$ cat src/autoneg_regs_cfg.svh
// Purpose: offsets, field positions, reset values of the autoneg register set
// Assumes: 32-bit AHB-Lite words, byte address = 4 * register index
// Notes: definitions only
`ifndef AUTONEG_REGS_CFG_SVH
`define AUTONEG_REGS_CFG_SVH

// ----------------------------------------------------------------
// register indices
// ----------------------------------------------------------------
`define REG_IDX_W 6
`define AN_ADV_IDX 6'h04
`define LP_BASE_IDX 6'h05
`define AN_EXP_IDX 6'h06
`define NP_TX_IDX 6'h07
`define LP_NP_IDX 6'h08
`define GIG_CTRL_IDX 6'h09
`define IRQ_STATUS_IDX 6'h10
`define IRQ_MASK_IDX 6'h11

// ----------------------------------------------------------------
// reset values and write masks
// ----------------------------------------------------------------
`define AN_ADV_RST 16'h01e1
`define AN_ADV_WMASK 16'hbfff
`define NP_TX_RST 16'h2000
`define NP_TX_WMASK 16'hb7ff
`define GIG_CTRL_RST 16'h0700
`define LP_RST 16'h0000

// ----------------------------------------------------------------
// field positions
// ----------------------------------------------------------------
`define NP_TOGGLE_BIT 11
`define GIG_TEST_HI 15
`define GIG_TEST_LO 13
`define GIG_MS_MANUAL_BIT 12
`define GIG_MS_VALUE_BIT 11
`define GIG_PORT_MULTI_BIT 10
`define GIG_1000_FDX_BIT 9
`define GIG_1000_HDX_BIT 8
`define IRQ_PAGE_RX_BIT 0
`define IRQ_PD_FAULT_BIT 1
`define IRQ_W 2

`endif

$ cat src/autoneg_regs_pkg.sv
// Purpose: state types of the autoneg register set and its bus port
// Assumes: widths from autoneg_regs_cfg.svh
// Notes: types only
`default_nettype none
package autoneg_regs_pkg;

  // ----------------------------------------------------------------
  // transmitter test selections
  // ----------------------------------------------------------------
  typedef enum logic [2:0] {
    TEST_NORMAL = 3'h0,
    TEST_WAVEFORM = 3'h1,
    TEST_JITTER_MASTER = 3'h2,
    TEST_JITTER_SLAVE = 3'h3,
    TEST_DISTORTION = 3'h4
  } test_mode_t;

  // ----------------------------------------------------------------
  // state records
  // ----------------------------------------------------------------
  typedef struct packed {
    logic wr_pend;
    logic [5:0] wr_idx;
  } port_state_t;

  typedef struct packed {
    logic [15:0] adv;
    logic [15:0] lp_base;
    logic [15:0] np_tx;
    logic [15:0] lp_np;
    logic [15:0] gig;
    logic pd_fault;
    logic page_rx;
    logic [1:0] irq_status;
    logic [1:0] irq_mask;
    logic np_load;
    logic [31:0] hrdata;
  } regs_state_t;

endpackage
`default_nettype wire

$ cat src/autoneg_register_set.sv
// Purpose: copper autonegotiation register set, indices 4 to 9, on AHB-Lite
// Assumes: line-side inputs come from the arbitration logic on hclk
// Notes: interrupt status and mask sit at indices 0x10 and 0x11
`timescale 1ns/100ps
`default_nettype none
`include "autoneg_regs_cfg.svh"

module autoneg_register_set
#(
  // width of one register word
  parameter int REG_W = 16,
  // sticky events behind the expansion latches and the interrupt
  parameter int EVT_N = `IRQ_W
)
(
  // clock and reset
  input wire logic hclk,
  input wire logic hresetn,
  // ahb-lite slave
  input wire logic hsel,
  input wire logic [31:0] haddr,
  input wire logic [1:0] htrans,
  input wire logic hwrite,
  input wire logic [2:0] hsize,
  input wire logic hready,
  input wire logic [31:0] hwdata,
  output logic hreadyout,
  output logic hresp,
  output logic [31:0] hrdata,
  // interrupt
  output logic irq,
  // from the arbitration logic
  input wire logic [15:0] lp_base_page,
  input wire logic lp_base_valid,
  input wire logic [15:0] lp_next_page,
  input wire logic lp_next_valid,
  input wire logic lp_an_able,
  input wire logic lp_np_able,
  input wire logic pd_fault_evt,
  input wire logic prev_link_codeword_toggle,
  // to the arbitration logic
  output logic [15:0] adv_page,
  output logic [15:0] np_tx_page,
  output logic np_tx_load,
  output logic [2:0] test_mode,
  output logic ms_force_master,
  output logic ms_force_slave,
  output logic port_multi,
  output logic adv_1000_fdx,
  output logic adv_1000_hdx
);

  autoneg_regs_pkg::regs_state_t s_r;
  autoneg_regs_pkg::regs_state_t s_nxt;
  logic rd_en;
  logic [`REG_IDX_W-1:0] rd_idx;
  logic wr_en;
  logic [`REG_IDX_W-1:0] wr_idx;
  logic [15:0] wd;
  logic [15:0] exp_view;
  logic page_evt;
  logic rd_exp;
  logic irq_clr_hit;
  logic [`IRQ_W-1:0] irq_set;
  logic [EVT_N-1:0] irq_nxt;
  logic [EVT_N-1:0] exp_old;
  logic [EVT_N-1:0] exp_nxt;

  // ----------------------------------------------------------------
  // bus front end
  // ----------------------------------------------------------------
  ahb_lite_reg_port u_port
  (
    .hclk(hclk),
    .hresetn(hresetn),
    .hsel(hsel),
    .haddr(haddr),
    .htrans(htrans),
    .hwrite(hwrite),
    .hready(hready),
    .hreadyout(hreadyout),
    .hresp(hresp),
    .rd_en(rd_en),
    .rd_idx(rd_idx),
    .wr_en(wr_en),
    .wr_idx(wr_idx)
  );

  // ----------------------------------------------------------------
  // read views
  // ----------------------------------------------------------------
  assign wd = hwdata[15:0];
  assign page_evt = lp_base_valid | lp_next_valid;
  assign rd_exp = rd_en & (rd_idx == `AN_EXP_IDX);
  assign irq_set = {pd_fault_evt, page_evt};
  assign irq_clr_hit = wr_en & (wr_idx == `IRQ_STATUS_IDX);
  assign exp_old = {s_r.pd_fault, s_r.page_rx};

  // latched bits show the settled value; a same-cycle event waits
  assign exp_view = {11'h000,
                     s_r.pd_fault,
                     lp_np_able,
                     1'b1,
                     s_r.page_rx,
                     lp_an_able};

  // ----------------------------------------------------------------
  // sticky events
  // ----------------------------------------------------------------
  // one bit per event: expansion latch and interrupt status alike
  for (genvar i = 0; i < EVT_N; i++)
  begin : g_evt
    // set wins over a read or write-one clear in the same cycle
    assign exp_nxt[i] = (exp_old[i] & ~rd_exp) | irq_set[i];
    assign irq_nxt[i] = (s_r.irq_status[i] & ~(irq_clr_hit & wd[i])) | irq_set[i];
  end

  // ----------------------------------------------------------------
  // elaboration checks
  // ----------------------------------------------------------------
  // the packed state record and the read views are sized for these only
  if (REG_W != 16)
  begin : g_bad_width
    $error("register width must be 16");
  end
  if (EVT_N != `IRQ_W)
  begin : g_bad_events
    $error("event count must match the interrupt layout");
  end

  // ----------------------------------------------------------------
  // next state
  // ----------------------------------------------------------------
  always_comb
  begin
    s_nxt = s_r;
    s_nxt.np_load = 1'b0;
    // data-phase writes; read-only bits masked off
    if (wr_en)
    begin
      unique case (wr_idx)
        `AN_ADV_IDX:
        begin
          s_nxt.adv = wd & `AN_ADV_WMASK;
        end
        `NP_TX_IDX:
        begin
          s_nxt.np_tx = wd & `NP_TX_WMASK;
          s_nxt.np_load = 1'b1;
        end
        `GIG_CTRL_IDX:
        begin
          s_nxt.gig = wd;
        end
        `IRQ_STATUS_IDX:
        begin
          s_nxt.irq_status = irq_nxt;
        end
        `IRQ_MASK_IDX:
        begin
          s_nxt.irq_mask = wd[`IRQ_W-1:0];
        end
        default:
        begin
          s_nxt.adv = s_r.adv;
        end
      endcase
    end
    // partner pages land only from the line side
    if (lp_base_valid)
    begin
      s_nxt.lp_base = lp_base_page;
    end
    if (lp_next_valid)
    begin
      s_nxt.lp_np = lp_next_page;
    end
    // set wins over the clear of a read or a write-one
    s_nxt.pd_fault = exp_nxt[`IRQ_PD_FAULT_BIT];
    s_nxt.page_rx = exp_nxt[`IRQ_PAGE_RX_BIT];
    s_nxt.irq_status = irq_nxt;
    // read data forwarded from the post-write values; interrupt status reads the pre-write value
    if (rd_en)
    begin
      unique case (rd_idx)
        `AN_ADV_IDX:
        begin
          s_nxt.hrdata = {16'h0000, s_nxt.adv};
        end
        `LP_BASE_IDX:
        begin
          s_nxt.hrdata = {16'h0000, s_r.lp_base};
        end
        `AN_EXP_IDX:
        begin
          s_nxt.hrdata = {16'h0000, exp_view};
        end
        `NP_TX_IDX:
        begin
          s_nxt.hrdata = {16'h0000, s_nxt.np_tx};
          // toggle is never stored, so a write cannot disturb it
          s_nxt.hrdata[`NP_TOGGLE_BIT] = ~prev_link_codeword_toggle;
        end
        `LP_NP_IDX:
        begin
          s_nxt.hrdata = {16'h0000, s_r.lp_np};
        end
        `GIG_CTRL_IDX:
        begin
          s_nxt.hrdata = {16'h0000, s_nxt.gig};
        end
        `IRQ_STATUS_IDX:
        begin
          s_nxt.hrdata = {30'h00000000, s_r.irq_status};
        end
        `IRQ_MASK_IDX:
        begin
          s_nxt.hrdata = {30'h00000000, s_nxt.irq_mask};
        end
        default:
        begin
          s_nxt.hrdata = 32'h00000000;
        end
      endcase
    end
  end

  // ----------------------------------------------------------------
  // state register
  // ----------------------------------------------------------------
  always_ff @(posedge hclk or negedge hresetn)
  begin
    if (!hresetn)
    begin
      s_r <= '0;
      s_r.adv <= `AN_ADV_RST;
      s_r.np_tx <= `NP_TX_RST;
      s_r.gig <= `GIG_CTRL_RST;
      s_r.lp_base <= `LP_RST;
      s_r.lp_np <= `LP_RST;
    end
    else
    begin
      s_r <= s_nxt;
    end
  end

  // ----------------------------------------------------------------
  // outputs
  // ----------------------------------------------------------------
  assign hrdata = s_r.hrdata;
  assign irq = |(s_r.irq_status & s_r.irq_mask);
  assign adv_page = s_r.adv;
  assign np_tx_load = s_r.np_load;

  always_comb
  begin
    np_tx_page = s_r.np_tx;
    np_tx_page[`NP_TOGGLE_BIT] = ~prev_link_codeword_toggle;
  end

  // no interlock with media sensing; software owns that ordering
  assign test_mode = s_r.gig[`GIG_TEST_HI:`GIG_TEST_LO];
  assign ms_force_master = s_r.gig[`GIG_MS_MANUAL_BIT]
                         & s_r.gig[`GIG_MS_VALUE_BIT];
  assign ms_force_slave = s_r.gig[`GIG_MS_MANUAL_BIT]
                        & ~s_r.gig[`GIG_MS_VALUE_BIT];
  assign port_multi = s_r.gig[`GIG_PORT_MULTI_BIT];
  assign adv_1000_fdx = s_r.gig[`GIG_1000_FDX_BIT];
  assign adv_1000_hdx = s_r.gig[`GIG_1000_HDX_BIT];

endmodule // autoneg_register_set
`default_nettype wire

$ cat src/ahb_lite_reg_port.sv
// Purpose: AHB-Lite slave front end, zero wait states, always OKAY
// Assumes: single word transfers; one slave on the bus
// Notes: read strobe in address phase, write strobe in data phase
`timescale 1ns/100ps
`default_nettype none
`include "autoneg_regs_cfg.svh"

module ahb_lite_reg_port
(
  // clock and reset
  input wire logic hclk,
  input wire logic hresetn,
  // ahb-lite slave side
  input wire logic hsel,
  input wire logic [31:0] haddr,
  input wire logic [1:0] htrans,
  input wire logic hwrite,
  input wire logic hready,
  output logic hreadyout,
  output logic hresp,
  // register side
  output logic rd_en,
  output logic [`REG_IDX_W-1:0] rd_idx,
  output logic wr_en,
  output logic [`REG_IDX_W-1:0] wr_idx
);

  autoneg_regs_pkg::port_state_t s_r;
  autoneg_regs_pkg::port_state_t s_nxt;
  logic take;
  logic hit;

  // ----------------------------------------------------------------
  // address phase decode
  // ----------------------------------------------------------------
  // bytes above the register window decode as unmapped
  assign hit = (haddr[31:8] == 24'h000000);
  assign take = hsel & htrans[1] & hready;
  assign rd_en = take & ~hwrite & hit;
  assign rd_idx = haddr[7:2];
  assign wr_en = s_r.wr_pend;
  assign wr_idx = s_r.wr_idx;
  assign hreadyout = 1'b1;
  assign hresp = 1'b0;

  always_comb
  begin
    s_nxt = s_r;
    if (hready)
    begin
      s_nxt.wr_pend = take & hwrite & hit;
      s_nxt.wr_idx = haddr[7:2];
    end
  end

  always_ff @(posedge hclk or negedge hresetn)
  begin
    if (!hresetn)
      s_r <= '0;
    else
      s_r <= s_nxt;
  end

endmodule // ahb_lite_reg_port
`default_nettype wire

$ cat config.mk
export PLATFORM = sky130hd
export DESIGN_NAME = autoneg_register_set
export DESIGN_NICKNAME = d
export VERILOG_FILES = /design/src/autoneg_regs_pkg.sv /design/src/autoneg_register_set.sv /design/src/ahb_lite_reg_port.sv
export VERILOG_INCLUDE_DIRS = /design/src
export SDC_FILE = /design/constraint.sdc
export NUM_CORES = 1
export LEC_CHECK = 0
export ABC_AREA = 1
export BUFFER_PORTS_ARGS = -buffer_cell sky130_fd_sc_hd__buf_2
export CAP_MARGIN = 0
export CORE_MARGIN = 1
export CORE_UTILIZATION = 47
export DETAILED_ROUTE_END_ITERATION = 8
export PLACE_DENSITY = 0.82
export REMOVE_ABC_BUFFERS = 1
export SETUP_SLACK_MARGIN = 0.4
export SLEW_MARGIN = 5
export SYNTH_ARGS = -nofsm -noshare
export SYNTH_HDL_FRONTEND = slang
export SYNTH_HIERARCHICAL = 1
export SYNTH_SLANG_ARGS = --single-unit
$ cat constraint.sdc
create_clock -name hclk -period 1.3 [get_ports hclk]
set_input_delay 0.26 -clock hclk [delete_from_list [all_inputs] [get_ports hclk]]
set_output_delay 0.26 -clock hclk [all_outputs]
set_load 0.05 [all_outputs]
---- Word level (Yosys, flattened, before mapping) ----
Index checks and enable logic that the tools add are counted.
operators by class
  equality and inequality tests ........... 13
  mux-type cells .......................... 10
  bitwise gates (word level) .............. 28
  reductions and logical operators ........ 2
operators with widths
  cell                  number
  $pmux W16 S8          1
  $mux W16              6
  $eq A6 B3 Y1 const B  6
  $eq A6 B5 Y1 const B  4
  $logic_not A24 Y1     1
  $eq A6 B4 Y1 const B  3
  $and A1 B1 Y1         16
  $not A1 Y1            6
  $or A1 B1 Y1          5
  $mux W3               1
  $and A2 B2 Y2         1
  $mux W2               1
  $reduce_or A2 Y1      1
  $mux W1               1
storage, ports and cells
  bits in registers ....................... 125
  input bits .............................. 112
  output and inout bits ................... 76
  word-level logic and storage cells ...... 66

---- Logic depth before layout (Yosys ltp) ----
  word-level depth ........................ 8
  depth in mapped cells ................... 12

---- By module ----
Netlist, hierarchy kept.
by module, submodules not included
  module                instances  cells an instance  area each (um^2)  sequential area each (um^2)
  autoneg_register_set  1          705                5725.5            2563.7
  ahb_lite_reg_port     1          67                 460.4             175.2

---- Worst setup path before layout ----
OpenSTA, ideal clock, no wires.
  kind .................................... input to register
  start ................................... input haddr[23]
  end ..................................... register s_r, in the netlist exp_old[0]
  setup time .............................. 0.123 ns
  arrival time ............................ 1.318 ns
  required time ........................... 1.177 ns
  setup slack ............................. -0.141 ns
  stages on the path ...................... 9
  cells stage by stage .................... nor2_1 > nand2_1 > nor2_2 > nand3_1 > nor2_1 > inv_1 > clkbuf_1 > o21ai_0 > nand2_1
between the ends
  longest elaborated chain between the ends .. 6
RTL lines
  what                  RTL line                     RTL
  start, declared       autoneg_register_set.sv:21   input wire logic [31:0] haddr,
  $logic_not A24 Y1     ahb_lite_reg_port.sv:37      assign hit = (haddr[31:8] == 24'h000000);
  $and A1 B1 Y1         ahb_lite_reg_port.sv:39      assign rd_en = take & ~hwrite & hit;
  via rd_en             autoneg_register_set.sv:55   logic rd_en;
  $and A1 B1 Y1         autoneg_register_set.sv:94   assign rd_exp = rd_en & (rd_idx == `AN_EXP_IDX);
  $not A1 Y1            autoneg_register_set.sv:114  assign exp_nxt[i] = (exp_old[i] & ~rd_exp) | irq_set[i];
  $and A1 B1 Y1         autoneg_register_set.sv:114
  $or A1 B1 Y1          autoneg_register_set.sv:114
  via exp_nxt[0]        autoneg_register_set.sv:67   logic [EVT_N-1:0] exp_nxt;
  end signal, assigned  autoneg_register_set.sv:244  s_r <= s_nxt;
  end, declared         autoneg_register_set.sv:53   autoneg_regs_pkg::regs_state_t s_r;
The timed path passes the listed nets, and every way through them passes these cells.
A chain may end at the register's enable or synchronous reset.

---- Worst setup path in the final report ----
  start ................................... register u_port.s_r, in the netlist u_port/wr_idx[5]
  end ..................................... register s_r, in the netlist hrdata[11]
between the ends
  longest elaborated chain between the ends .. 4
  elaborated cells between the ends (all ways) .. 7
  classes of those cells .................. eq/ne (2); mux (5)
RTL lines
  what                                          RTL line                     RTL
  start, declared                               ahb_lite_reg_port.sv:28      autoneg_regs_pkg::port_state_t s_r;
  start signal, assigned                        ahb_lite_reg_port.sv:61      s_r <= s_nxt;
  $eq A6 B4 Y1 or $eq A6 B3 Y1 (tied branches)  autoneg_register_set.sv:141  unique case (wr_idx)
  $mux W16                                      autoneg_register_set.sv:141
  $mux W16                                      autoneg_register_set.sv:139  if (wr_en)
  $pmux W16 S8 *                                autoneg_register_set.sv:185  unique case (rd_idx)
Mark *: on every way between the ends. The rest lies on a longest branch, timed or not.

==> flow_summary.ini <==
[outcome]
status = complete, but fails checks
violations = hold timing, setup timing

[layout]
finalInstanceArea_um2 = 9490
area_delta_synth_final_pct = 53.5
drive_gt1_share_pct = 51.5
fin_nets = 1087
final_common_cell = nand2_1
n_antenna_cell = 0
fin_util_pct = 74.6
final_cell_mix = 130 x nand2_1, 98 x dfrtp_1, 91 x buf_6

[clock_network]
cts_inserted_buffers = 9
clockBufferDepth = 2
cts_tree = yes
insertion_delay_ns = 0.36
cts.htree.levels = 3
cts_root_buf = clkbuf_16
clock-sinks = 109
worst_setup_hold_path_clk_slew_ns = 0.08

[route]
dr.pass1.iters = 8
ant_nets = 0
drcViolationCount = 0
drtIter0Drc = 541
wire_per_inst_um = 19.7
vias = 6309
vias_per_cell = 5.48
wl_um = 22700

[global_routing]
grt_overflow = 0
grt_pass1_wl_um = 28200
grt_max_degree = 33
antenna_found_initial = 0
grt_use_total_pct = 27.9
grt_pass1_vias = 5791

[place]
place_congestion = 0.891
place_area_um2 = 7020
dp_hpwl_um = 11600
numPortBuffers = 147

[critical_path]
startpoint_type = flip-flop
crit_fanout = 8
worst-setup-path-type = flip-flop to flip-flop
required_ns = 1.53
endpoint_kind = flip-flop
critPathArrivalTime_ns = 1.97

[logic_synthesis]
ys_types = 30
ys_ff_latch = 109
ys_seq_area_share_pct = 44.3
ys_warn_count = 6
synthCells = 772
syn_area_um2 = 6190
avgSynthCellArea_um2 = 8.01

[power_and_ir_drop]
power_leakage_uw = 0.00471
peakVddDrop_uv = 696
pwr_density_cell_nw_per_um2 = 771

[timing]
fin_skew_ns = 0.0114
max_freq_mhz = 576
final.min_clock_period_ns = 1.74
setup_violations = 75
fin_ws_ns = -0.435
maxSlewViolCount = 0
setup-tns-final_ns = -10.68
holdWs_ns = -0.199
rsz0062_at_grt = true
final_hold_viol_count = 17
min_period_over_period_pct = 133

[floorplan]
die_x_um = 117
initial_core_util_pct = 48.6
ios = 188
dieArea_um2 = 13600
die_height_um = 117
core_area_um2 = 12700
rows = 41

[worst_hold_path]
hp-class = input pin to async pin

[job]
cap_viol_max_count = 0
final timing paths:
path	endpoint	cells after the start	start	slack [ns]
max	hrdata[11]	9	u_port/wr_idx[5]	-0.44
min	s_r[40]	1	hresetn	-0.20
max reg2reg	hrdata[11]	9	u_port/wr_idx[5]	-0.44
min reg2reg	s_r[66]	1	s_r[66]	0.51
max in group asynchronous	adv_page[0]	2	hresetn	0.94
min in group hclk	s_r[67]	3	lp_next_page[12]	0.10
timing repair:
item | 4_1_cts | 5_1_grt
pin swaps | 34 | 82
endpoints found under the setup margin | 128 | 128
buffers inserted | 33 | 31
endpoints found under the hold margin | 17 | 17
cloned | 5 | 2
resized for setup | 205 | 210
layer usage:
layer / part of all wire [%] / vias to the layer above / track usage (%)
li1: - / 2740 / -
met1: 35 / 2990 / 34.6
met2: 49 / 438 / 46.0
met3: 8.2 / 141 / 5.40
met4: 7.3 / 0 / 15.4
met5: 0 / - / 0
final cells by class:
| class | instances | area [um^2] |
|---|---|---|
| fillers | 804 | 3230 |
| clock inverters | 3 | 22.5 |
| repair buffers | 274 | 2630 |
| flip-flops and latches | 109 | 2740 |
| inverters | 101 | 382 |
| clock buffers | 12 | 246 |
| well taps | 172 | 215 |
| multi-input cells | 480 | 3260 |
cells by family (layout without fill, tap and decap cells):
family	count (synthesis)	count (layout)	share of synthesized area, %
compound gates	41	41	3.82
simple gates	401	403	30.6
buf+inv	200	390	17.9
other cells	3	18	0.182
flops	109	109	44.3
mux	18	18	3.28
worst max-delay path: stages (launching register included):
cell and delay (ns):
dfrtp_1 0.39, inv_2 0.09, nand2_4 0.08, nor2_4 0.22
buf_12 0.18, nand2_4 0.11, o211ai_1 0.22, nand3_1 0.11
nand2_1 0.09, nand2_1 0.11
cells in the mapped netlist, drive strengths merged:
| master | count | share of area (%) |
|---|---|---|
| a21oi | 9 | 0.73 |
| o21a | 3 | 0.36 |
| clkbuf | 6 | 0.36 |
| nand2 | 178 | 11 |
| and2 | 43 | 4.3 |
| nor2 | 62 | 5.0 |
| buf | 93 | 11 |
| mux2 | 18 | 3.3 |
| o21ai | 22 | 1.8 |
| dfstp | 9 | 3.8 |
| conb | 3 | 0.18 |
| nand3 | 101 | 8.3 |
| o21bai | 2 | 0.24 |
| a21boi | 1 | 0.12 |
| inv | 101 | 6.1 |
| dfrtp | 100 | 40 |
| a22o | 1 | 0.14 |
| nor3 | 1 | 0.26 |
| o211ai | 3 | 0.44 |
| nand4 | 16 | 1.6 |
sequential cells by signal, summed over array words and instances, names as in the netlist:
signal	cells
adv_page	16
exp_old	2
u_port/wr_idx	6
port_multi	1
adv_1000_hdx	1
test_mode	3
np_tx_page	15
np_tx_load	1
s_r	46
adv_1000_fdx	1
u_port/wr_en	1
hrdata	16
power by group:
| group | internal (uW) | switching, uW |
|---|---|---|
| combinational | 451 | 658 |
| clock | 1350 | 1300 |
| sequential | 3500 | 57.9 |
per-stage QoR:
stage / setup WS, ns / std cells / total power [uW]
after floorplan: -0.542 / 688 / 3980
after global placement: -0.226 / 1065 / 4390
after detailed placement: -0.257 / 1065 / 4410
after CTS: -0.213 / 1118 / 7050
after global routing: -0.500 / 1151 / 7500
final: -0.435 / 1151 / 7320
Power figures use the tool's default switching activity.
